`src/inc/sws_pkg.sv`:
```
// Constants, field layout and types of the standby wake-up source block.
`default_nettype none
package sws_pkg;

    // ------------------------------------------------------------------
    // Register map
    // ------------------------------------------------------------------
    localparam logic [31:0] SWS_CFG_A_ADDR = 32'hffff_ee10;
    localparam logic [31:0] SWS_IRQ_STAT_ADDR = 32'hffff_ee80;
    localparam logic [31:0] SWS_IRQ_MASK_ADDR = 32'hffff_ee84;
    localparam logic [31:0] SWS_LIVE_ADDR = 32'hffff_ee88;

    // ------------------------------------------------------------------
    // Field layout of one byte lane, source counts and live register bits
    // ------------------------------------------------------------------
    localparam int SWS_NUM_IN = 4;
    localparam int SWS_LANE_W = 8;
    localparam int SWS_EN_BIT = 0;
    localparam int SWS_ST_LO = 2;
    localparam int SWS_ST_HI = 3;
    localparam int SWS_CND_LO = 4;
    localparam int SWS_CND_HI = 6;
    localparam int SWS_NUM_OTHER = 8;
    localparam int SWS_NUM_KEY = 32;
    localparam int SWS_NUM_TPC = 2;
    localparam int SWS_LIVE_STOP = 4;
    localparam int SWS_LIVE_SLEEP = 5;
    localparam int SWS_LIVE_IDLE = 6;

    // ------------------------------------------------------------------
    // Encodings and reset values
    // ------------------------------------------------------------------
    typedef enum logic [2:0] {
        SWS_COND_LOW = 3'h0,
        SWS_COND_HIGH = 3'h1,
        SWS_COND_FALL = 3'h2,
        SWS_COND_RISE = 3'h3,
        SWS_COND_BOTH = 3'h4
    } sws_cond_t;

    localparam logic [1:0] SWS_ST_NONE = 2'h0;
    localparam logic [1:0] SWS_ST_RISE = 2'h1;
    localparam logic [1:0] SWS_ST_FALL = 2'h2;
    localparam logic [2:0] SWS_COND_RST = 3'h2;
    localparam logic SWS_EN_RST = 1'b0;
    localparam logic [3:0] SWS_IRQ_RST = 4'h0;
    localparam logic [31:0] SWS_ZERO32 = 32'h0000_0000;

endpackage
`default_nettype wire

```
`src/hdl/sws_detect.sv`:
```
// Synchroniser, condition match and edge status for one wake-up input.
`timescale 1ns/100ps
`default_nettype none
module sws_detect (
    input wire logic pclk,
    input wire logic presetn,
    input wire logic pin_in,
    input wire logic enable,
    input wire logic [2:0] cond,
    input wire logic clr_status,
    output logic request_q,
    output logic [1:0] status_q
);

    // ------------------------------------------------------------------
    // Synchroniser and edge detection
    // ------------------------------------------------------------------
    // The first stage feeds only the second; edges use stage two onward.
    logic meta_q;
    logic sync_q;
    logic prev_q;
    logic rise;
    logic fall;
    logic cond_hit;
    logic rise_rec;
    logic fall_rec;
    logic [1:0] status_d;

    always_ff @(posedge pclk or negedge presetn) begin
        if (!presetn) begin
            meta_q <= 1'b0;
            sync_q <= 1'b0;
            prev_q <= 1'b0;
        end else begin
            meta_q <= pin_in;
            sync_q <= meta_q;
            prev_q <= sync_q;
        end
    end

    assign rise = sync_q & ~prev_q;
    assign fall = ~sync_q & prev_q;

    // ------------------------------------------------------------------
    // Condition match
    // ------------------------------------------------------------------
    always_comb begin
        case (sws_pkg::sws_cond_t'(cond))
            sws_pkg::SWS_COND_LOW: cond_hit = ~sync_q;
            sws_pkg::SWS_COND_HIGH: cond_hit = sync_q;
            sws_pkg::SWS_COND_FALL: cond_hit = fall;
            sws_pkg::SWS_COND_RISE: cond_hit = rise;
            sws_pkg::SWS_COND_BOTH: cond_hit = rise | fall;
            default: cond_hit = 1'b0;
        endcase
    end

    // Edges are recorded only for edge conditions that watch that edge.
    assign rise_rec = enable & rise &
        ((cond == sws_pkg::SWS_COND_RISE) | (cond == sws_pkg::SWS_COND_BOTH));
    assign fall_rec = enable & fall &
        ((cond == sws_pkg::SWS_COND_FALL) | (cond == sws_pkg::SWS_COND_BOTH));
    // A new edge in the clearing cycle survives the clear.
    assign status_d = (clr_status ? sws_pkg::SWS_ST_NONE : status_q) |
        (rise_rec ? sws_pkg::SWS_ST_RISE : sws_pkg::SWS_ST_NONE) |
        (fall_rec ? sws_pkg::SWS_ST_FALL : sws_pkg::SWS_ST_NONE);

    always_ff @(posedge pclk or negedge presetn) begin
        if (!presetn) begin
            request_q <= 1'b0;
            status_q <= sws_pkg::SWS_ST_NONE;
        end else begin
            request_q <= enable & cond_hit;
            status_q <= status_d;
        end
    end

endmodule
`default_nettype wire

```
`src/hdl/sws_top.sv`:
```
// APB register block and standby release logic for wake-up inputs 0 to 3.
//
// The implementer's own choice: register access over APB.
`timescale 1ns/100ps
`default_nettype none
module sws_top (
    input wire logic pclk,
    input wire logic presetn,
    input wire logic psel,
    input wire logic penable,
    input wire logic pwrite,
    input wire logic [31:0] paddr,
    input wire logic [31:0] pwdata,
    input wire logic [3:0] pstrb,
    output logic [31:0] prdata,
    output logic pready,
    output logic pslverr,
    input wire logic [3:0] wake_pin,
    input wire logic [7:0] other_ext_release,
    input wire logic [31:0] key_wake_line,
    input wire logic rtc_event,
    input wire logic [1:0] two_phase_counter_event,
    output logic release_stop,
    output logic release_sleep,
    output logic release_idle,
    output logic [3:0] release_req,
    output logic irq
);

    // ------------------------------------------------------------------
    // Helpers
    // ------------------------------------------------------------------
    // Builds one read lane; bits 7 and 1 are never driven from state.
    function automatic logic [7:0] lane_pack(
        input logic en,
        input logic [2:0] cnd,
        input logic [1:0] st
    );
        logic [7:0] v;
        v = 8'h00;
        v[sws_pkg::SWS_EN_BIT] = en;
        v[sws_pkg::SWS_ST_HI:sws_pkg::SWS_ST_LO] = st;
        v[sws_pkg::SWS_CND_HI:sws_pkg::SWS_CND_LO] = cnd;
        return v;
    endfunction

    // ------------------------------------------------------------------
    // APB decode
    // ------------------------------------------------------------------
    logic pready_q;
    logic pready_d;
    logic [31:0] prdata_q;
    logic [31:0] prdata_d;
    logic pslverr_q;
    logic pslverr_d;
    logic access;
    logic done;
    logic wr_done;
    logic rd_cap;
    logic sel_cfg;
    logic sel_stat;
    logic sel_mask;
    logic sel_live;
    logic mapped;

    // One wait state lets read data leave a flip-flop.
    assign access = psel & penable;
    assign done = access & pready_q;
    assign wr_done = done & pwrite & mapped;
    // Read-clear acts on the edge that loads prdata, so an event that
    // lands on the completing edge is kept for the next read.
    assign rd_cap = pready_d & ~pwrite;
    assign sel_cfg = (paddr == sws_pkg::SWS_CFG_A_ADDR);
    assign sel_stat = (paddr == sws_pkg::SWS_IRQ_STAT_ADDR);
    assign sel_mask = (paddr == sws_pkg::SWS_IRQ_MASK_ADDR);
    assign sel_live = (paddr == sws_pkg::SWS_LIVE_ADDR);
    assign mapped = sel_cfg | sel_stat | sel_mask | sel_live;
    assign pready_d = access & ~pready_q;
    assign pslverr_d = access & ~pready_q & ~mapped;

    // ------------------------------------------------------------------
    // Configuration register
    // ------------------------------------------------------------------
    logic [3:0] en_q;
    logic [3:0] en_d;
    logic [2:0] cond_q [sws_pkg::SWS_NUM_IN];
    logic [2:0] cond_d [sws_pkg::SWS_NUM_IN];
    logic [1:0] status [sws_pkg::SWS_NUM_IN];
    logic [3:0] req;
    logic [31:0] cfg_rd;
    logic clr_status;

    // Status is cleared on the edge that loads the read data.
    assign clr_status = rd_cap & sel_cfg;

    genvar gi;
    generate
        for (gi = 0; gi < sws_pkg::SWS_NUM_IN; gi++) begin : g_in
            localparam int B = gi * sws_pkg::SWS_LANE_W;
            logic lane_wr;
            assign lane_wr = wr_done & sel_cfg & pstrb[gi];
            assign en_d[gi] = lane_wr ?
                pwdata[B + sws_pkg::SWS_EN_BIT] : en_q[gi];
            assign cond_d[gi] = lane_wr ?
                pwdata[B + sws_pkg::SWS_CND_HI -: 3] : cond_q[gi];
            assign cfg_rd[B +: sws_pkg::SWS_LANE_W] =
                lane_pack(en_q[gi], cond_q[gi], status[gi]);

            always_ff @(posedge pclk or negedge presetn) begin
                if (!presetn) begin
                    cond_q[gi] <= sws_pkg::SWS_COND_RST;
                end else begin
                    cond_q[gi] <= cond_d[gi];
                end
            end

            sws_detect u_detect (
                .pclk(pclk),
                .presetn(presetn),
                .pin_in(wake_pin[gi]),
                .enable(en_q[gi]),
                .cond(cond_q[gi]),
                .clr_status(clr_status),
                .request_q(req[gi]),
                .status_q(status[gi])
            );
        end
    endgenerate

    always_ff @(posedge pclk or negedge presetn) begin
        if (!presetn) begin
            en_q <= {sws_pkg::SWS_NUM_IN{sws_pkg::SWS_EN_RST}};
        end else begin
            en_q <= en_d;
        end
    end

    // ------------------------------------------------------------------
    // Release outputs
    // ------------------------------------------------------------------
    // Neighbouring sources arrive already qualified on this clock.
    logic any_full;
    logic any_sleep_only;
    logic rel_stop_q;
    logic rel_sleep_q;
    logic rel_idle_q;
    logic [3:0] req_q;
    logic [3:0] req_prev_q;
    logic [3:0] req_event;

    assign any_full = (|req) | (|other_ext_release) | (|key_wake_line);
    assign any_sleep_only = rtc_event | (|two_phase_counter_event);
    assign req_event = req & ~req_prev_q;

    always_ff @(posedge pclk or negedge presetn) begin
        if (!presetn) begin
            rel_stop_q <= 1'b0;
            rel_sleep_q <= 1'b0;
            rel_idle_q <= 1'b0;
            req_q <= 4'h0;
            req_prev_q <= 4'h0;
        end else begin
            rel_stop_q <= any_full;
            rel_sleep_q <= any_full | any_sleep_only;
            rel_idle_q <= any_full;
            req_q <= req;
            req_prev_q <= req;
        end
    end

    // ------------------------------------------------------------------
    // Interrupt status and mask
    // ------------------------------------------------------------------
    logic [3:0] irq_stat_q;
    logic [3:0] irq_stat_d;
    logic [3:0] irq_mask_q;
    logic [3:0] irq_mask_d;
    logic irq_q;

    // Set wins over the read-clear so no event is lost.
    assign irq_stat_d = ((rd_cap & sel_stat) ? sws_pkg::SWS_IRQ_RST :
        irq_stat_q) | req_event;
    assign irq_mask_d = (wr_done & sel_mask & pstrb[0]) ?
        pwdata[sws_pkg::SWS_NUM_IN-1:0] : irq_mask_q;

    always_ff @(posedge pclk or negedge presetn) begin
        if (!presetn) begin
            irq_stat_q <= sws_pkg::SWS_IRQ_RST;
            irq_mask_q <= sws_pkg::SWS_IRQ_RST;
            irq_q <= 1'b0;
        end else begin
            irq_stat_q <= irq_stat_d;
            irq_mask_q <= irq_mask_d;
            irq_q <= |(irq_stat_d & irq_mask_d);
        end
    end

    // ------------------------------------------------------------------
    // Read mux and bus outputs
    // ------------------------------------------------------------------
    logic [31:0] stat_rd;
    logic [31:0] mask_rd;
    logic [31:0] live_rd;

    assign stat_rd = {28'h000_0000, irq_stat_q};
    assign mask_rd = {28'h000_0000, irq_mask_q};
    assign live_rd = {25'h000_0000, rel_idle_q, rel_sleep_q, rel_stop_q,
        req_q};
    assign prdata_d = (~pready_d | pwrite) ? sws_pkg::SWS_ZERO32 :
        sel_cfg ? cfg_rd :
        sel_stat ? stat_rd :
        sel_mask ? mask_rd :
        sel_live ? live_rd : sws_pkg::SWS_ZERO32;

    always_ff @(posedge pclk or negedge presetn) begin
        if (!presetn) begin
            pready_q <= 1'b0;
            prdata_q <= sws_pkg::SWS_ZERO32;
            pslverr_q <= 1'b0;
        end else begin
            pready_q <= pready_d;
            prdata_q <= prdata_d;
            pslverr_q <= pslverr_d;
        end
    end

    assign prdata = prdata_q;
    assign pready = pready_q;
    assign pslverr = pslverr_q;
    assign release_stop = rel_stop_q;
    assign release_sleep = rel_sleep_q;
    assign release_idle = rel_idle_q;
    assign release_req = req_q;
    assign irq = irq_q;

endmodule
`default_nettype wire

```
`config.mk`:
```
export PLATFORM = sky130hd
export DESIGN_NAME = sws_top
export DESIGN_NICKNAME = d
export VERILOG_FILES = /design/src/inc/sws_pkg.sv /design/src/hdl/sws_detect.sv /design/src/hdl/sws_top.sv
export SDC_FILE = /design/constraint.sdc
export NUM_CORES = 1
export LEC_CHECK = 0
export BUFFER_PORTS_ARGS = -buffer_cell sky130_fd_sc_hd__buf_2
export CAP_MARGIN = 20
export CORE_MARGIN = 8
export CORE_UTILIZATION = 47
export DETAILED_ROUTE_END_ITERATION = 8
export GPL_ROUTABILITY_DRIVEN = 0
export PLACE_DENSITY = 0.85
export REMOVE_ABC_BUFFERS = 1
export SLEW_MARGIN = 20
export SYNTH_ARGS = -nofsm -noshare
export SYNTH_HDL_FRONTEND = slang
export SYNTH_SLANG_ARGS = --single-unit
```
`constraint.sdc`:
```
create_clock -name pclk -period 2.4 [get_ports pclk]
set_input_delay 0 -clock pclk [delete_from_list [all_inputs] [get_ports pclk]]
set_output_delay 0 -clock pclk [all_outputs]
set_load 0.01 [all_outputs]
```
==> results by group <==
Power
  • Power per cell area: 552 nW/um2
  • VDD IR max: 0.332 mV
  • Final Total Pwr: 0.00279 W
  • Leakage: 2.59 nW

Logic synthesis
  • Post-Syn Area: 3680 um2
  • Top post-synthesis cells by area: dfrtp_1, mux2_2, and2_1
  • FF+latch count, synth: 82
  • Yosys top cell area share: 0.530
  • Post-synth ARST share: 1.00
  • Netlist cell types: 49
  • Sequential share of the synthesized area: 0.559
  • Post-synth EDFFs: 0
  • Avg Cell Area, Syn: 11.2 um2
  • Cells after Synth: 328
  • Post-synth top flop: dfrtp_1
  • Yosys top cell by area: dfrtp_1
  • Yosys warnings: 0

Floorplanning
  • CORE AREA: 7650 um2
  • Ports: 162
  • # rows: 32
  • Die Width: 105 um
  • Die H: 105 um
  • Starting Density: 0.481
  • Die Area: 10900 um2

Timing
  • Unrepaired setup endpoints after global routing: false
  • Final Max Slew Viols: 0
  • Slew of the pin with the lowest slew margin: 0.848 ns
  • Layout Skew: 0.0109 ns
  • Hold Vio Cnt, Final: 0
  • Final setup TNS: 0 ns
  • Final Critical Period: 2.21 ns
  • Max Clock Freq: 453 MHz
  • Slew HR: 0.430
  • Tcrit/Tclk final: 0.919
  • Endpoints failing setup: 0

Worst setup path
  • Arr. time, crit path: 2.40 ns
  • WS Path Type: flip-flop to flip-flop
  • Req. time, crit path: 2.60 ns
  • Highest fanout seen on the critical path: 10
  • Crit Reg-Reg Endpoint: irq
  • R2R cell count: 5
  • R2R setup slack: 0.19 ns
  • Worst r2r src: pready
  • Crit end category: flip-flop
  • Crit path launch type: flip-flop

Detailed routing
  • # DRC: 0
  • Number of nets with antenna violations after routing: 0
  • Post-Route WL: 10.2 mm
  • Vias per cell: 5.23
  • DR iter-0 viols: 123
  • Routed length per instance: 16.6 um
  • Drt first pass iters: 6
  • DR vias: 3209

Hold path
  • Min-Delay Path Depth: 4
  • Worst min path class: input port to flip-flop
  • HP Start: pstrb[0]
  • Hold worst-path end: irq_mask_q[0]

Final layout
  • Layout fillers: 576
  • Multi-input gate area: 1470 um2
  • Final Non-Filler Cells: 613
  • Final Util: 0.661
  • Nets: 633
  • Sequential Area: 2060 um2
  • Share of layout cells above drive strength 1: 0.361
  • Layout Area Growth over Synthesis: 37.3%

Clocking
  • CTS buffer count: 9
  • Clock buffer depth: 2
  • Clock latency on the worst-skew pair: 0.35 ns
  • CTS root buffer: clkbuf_8
  • H-tree depth: 3
  • Reg clk slew, reported paths: 0.08 ns
  • CTS tree: built
  • Clock sinks: 82
  • Number of setup buffers added after CTS: 0
  • Post-cts hold buffer count: 35
  • Resized cells post-CTS: 0

GRT
  • Initial antenna violation count: 1
  • Global route total overflow: 0
  • First-pass GRT wire length: 16.3 mm
  • Vias in the first global route: 3391
  • Gr usage total: 0.183
  • Largest net degree at the start of global routing: 83

Job
  • Max cap viols: 0

Placed design
  • DP Wirelength: 7.60 mm
  • DP Cell Count: 561
  • Port Buffers: 141

Status
  • Outcome: completed
[worst max-delay path, stage by stage (launching register included)]
cell and delay, ns:
dfrtp_1 0.41, or4bb_1 0.69, nor2_1 0.35, nand4_1 0.16, a21oi_1 0.26, o2111ai_1 0.18
[final cells by class]
| type | count | share of cell area |
|---|---|---|
| Antenna cell | 1 | 0.000495 |
| Tap cell | 102 | 0.0253 |
| Sequential cell | 82 | 0.407 |
| Timing Repair Buffer | 180 | 0.216 |
| Clock inverter | 4 | 0.0196 |
| Multi-Input combinational cell | 214 | 0.291 |
| Clock buffer | 12 | 0.0267 |
| Inverter | 18 | 0.0134 |
[routing by layer]
layer  part of all wire  vias up  wire, um  track usage
met3              0.066       29       668       0.0465
met1               0.36     1523      3700        0.191
li1                   -     1513         -            -
met2               0.54      144      5480        0.334
met4              0.032        0       328       0.0920
met5                  0        -         0            0
[state kept, by name (all words and copies together) (netlist names)]
signal,count
en_q,4
release_sleep,1
pslverr,1
pready,1
g_in.u_detect.prev_q,4
g_in.u_detect.request_q,4
g_in.u_detect.sync_q,4
irq_mask_q,4
irq_stat_q,4
req_prev_q,4
cfg_rd,12
irq,1
g_in.u_detect.meta_q,4
prdata,25
release_idle,1
g_in.u_detect.status_q,8
[kinds of logic (layout without fill, tap and decap cells)]
family | Yosys count | count (layout) | synth area share
other | 1 | 8 | 0.00102
muxes | 18 | 18 | 0.0544
AOI/OAI and AO/OA | 49 | 49 | 0.0921
buffers and inverters | 38 | 214 | 0.0476
DFF | 82 | 82 | 0.559
xor gates and xnor gates | 7 | 7 | 0.0167
and+or+nand+nor | 125 | 125 | 0.202
adders and majority gates | 8 | 8 | 0.0272
[synth_stat cells, drive strengths merged (6+ instances only)]
| cell type | n |
|---|---|
| nor3 | 6 |
| a32o | 6 |
| inv | 18 |
| o21ai | 8 |
| ha | 8 |
| clkbuf | 11 |
| a21oi | 13 |
| nor2 | 15 |
| nand3 | 6 |
| mux2 | 16 |
| nand2 | 17 |
| nor4 | 14 |
| buf | 9 |
| and2 | 19 |
| nand4 | 11 |
| dfrtp | 78 |
| nor2b | 11 |
[where the power goes]
group          total [W]  switching, W  internal (W)  leakage [nW]
Combinational   0.000218     0.0000980      0.000120          1.42
Sequential       0.00140    0.00000825       0.00139          1.05
Clock            0.00117      0.000473      0.000697         0.115
Total            0.00279      0.000579       0.00221          2.59
[worst max-delay path by stage]
stage,slack [ns],cells past startpoint,from,to
CTS,0.23,5,pready,irq
floorplan,0.41,5,paddr[8],cfg_rd[12]
global route,0.13,5,pready,irq
global placement,0.29,5,pready,irq
detailed placement,0.28,7,paddr[8],cfg_rd[30]
finish,0.19,5,pready,irq
[metrics by stage]
step / hold slack (ns) / setup WS (ns) / area [um2]
6_report: 0.0516 / 0.193 / 5050
5_1_grt: 0.0698 / 0.130 / 5050
4_1_cts: 0.0298 / 0.232 / 5050
3_5_place_dp: 0.110 / 0.278 / 4460
3_3_place_gp: 0.108 / 0.288 / 4460
2_1_floorplan: -0.296 / 0.413 / 3600
[cell usage in the layout (no fill, tap or decap), types with 2 or more instances in the layout]
cell           netlist  layout
buf_2                1     140
dfrtp_1             78      78
dlygate4sd3_1        0      35
and2_1              19      19
inv_1               18      18
nand2_1             17      17
mux2_2              16      16
nor2_1              15      15
a21oi_1             13      13
nor4_1              13      13
nand4_1             11      11
nor2b_1             11      11
clkbuf_8             0       9
o21ai_0              8       8
ha_1                 8       8
conb_1               1       7
nor3_1               6       6
nand3_1              6       6
a32o_1               6       6
and4_1               5       5
nand2b_1             4       4
a221oi_1             4       4
a31oi_1              4       4
or2_2                4       4
xor2_1               4       4
a211oi_1             4       4
dfstp_2              4       4
buf_4                8       4
o2bb2ai_1            3       3
xnor2_1              3       3
clkbuf_1            10       3
bufinv_16            0       3
nand4b_1             2       2
or4_1                2       2
o31ai_1              2       2
mux2i_1              2       2
No activity file was read; power rests on OpenSTA's default activity.
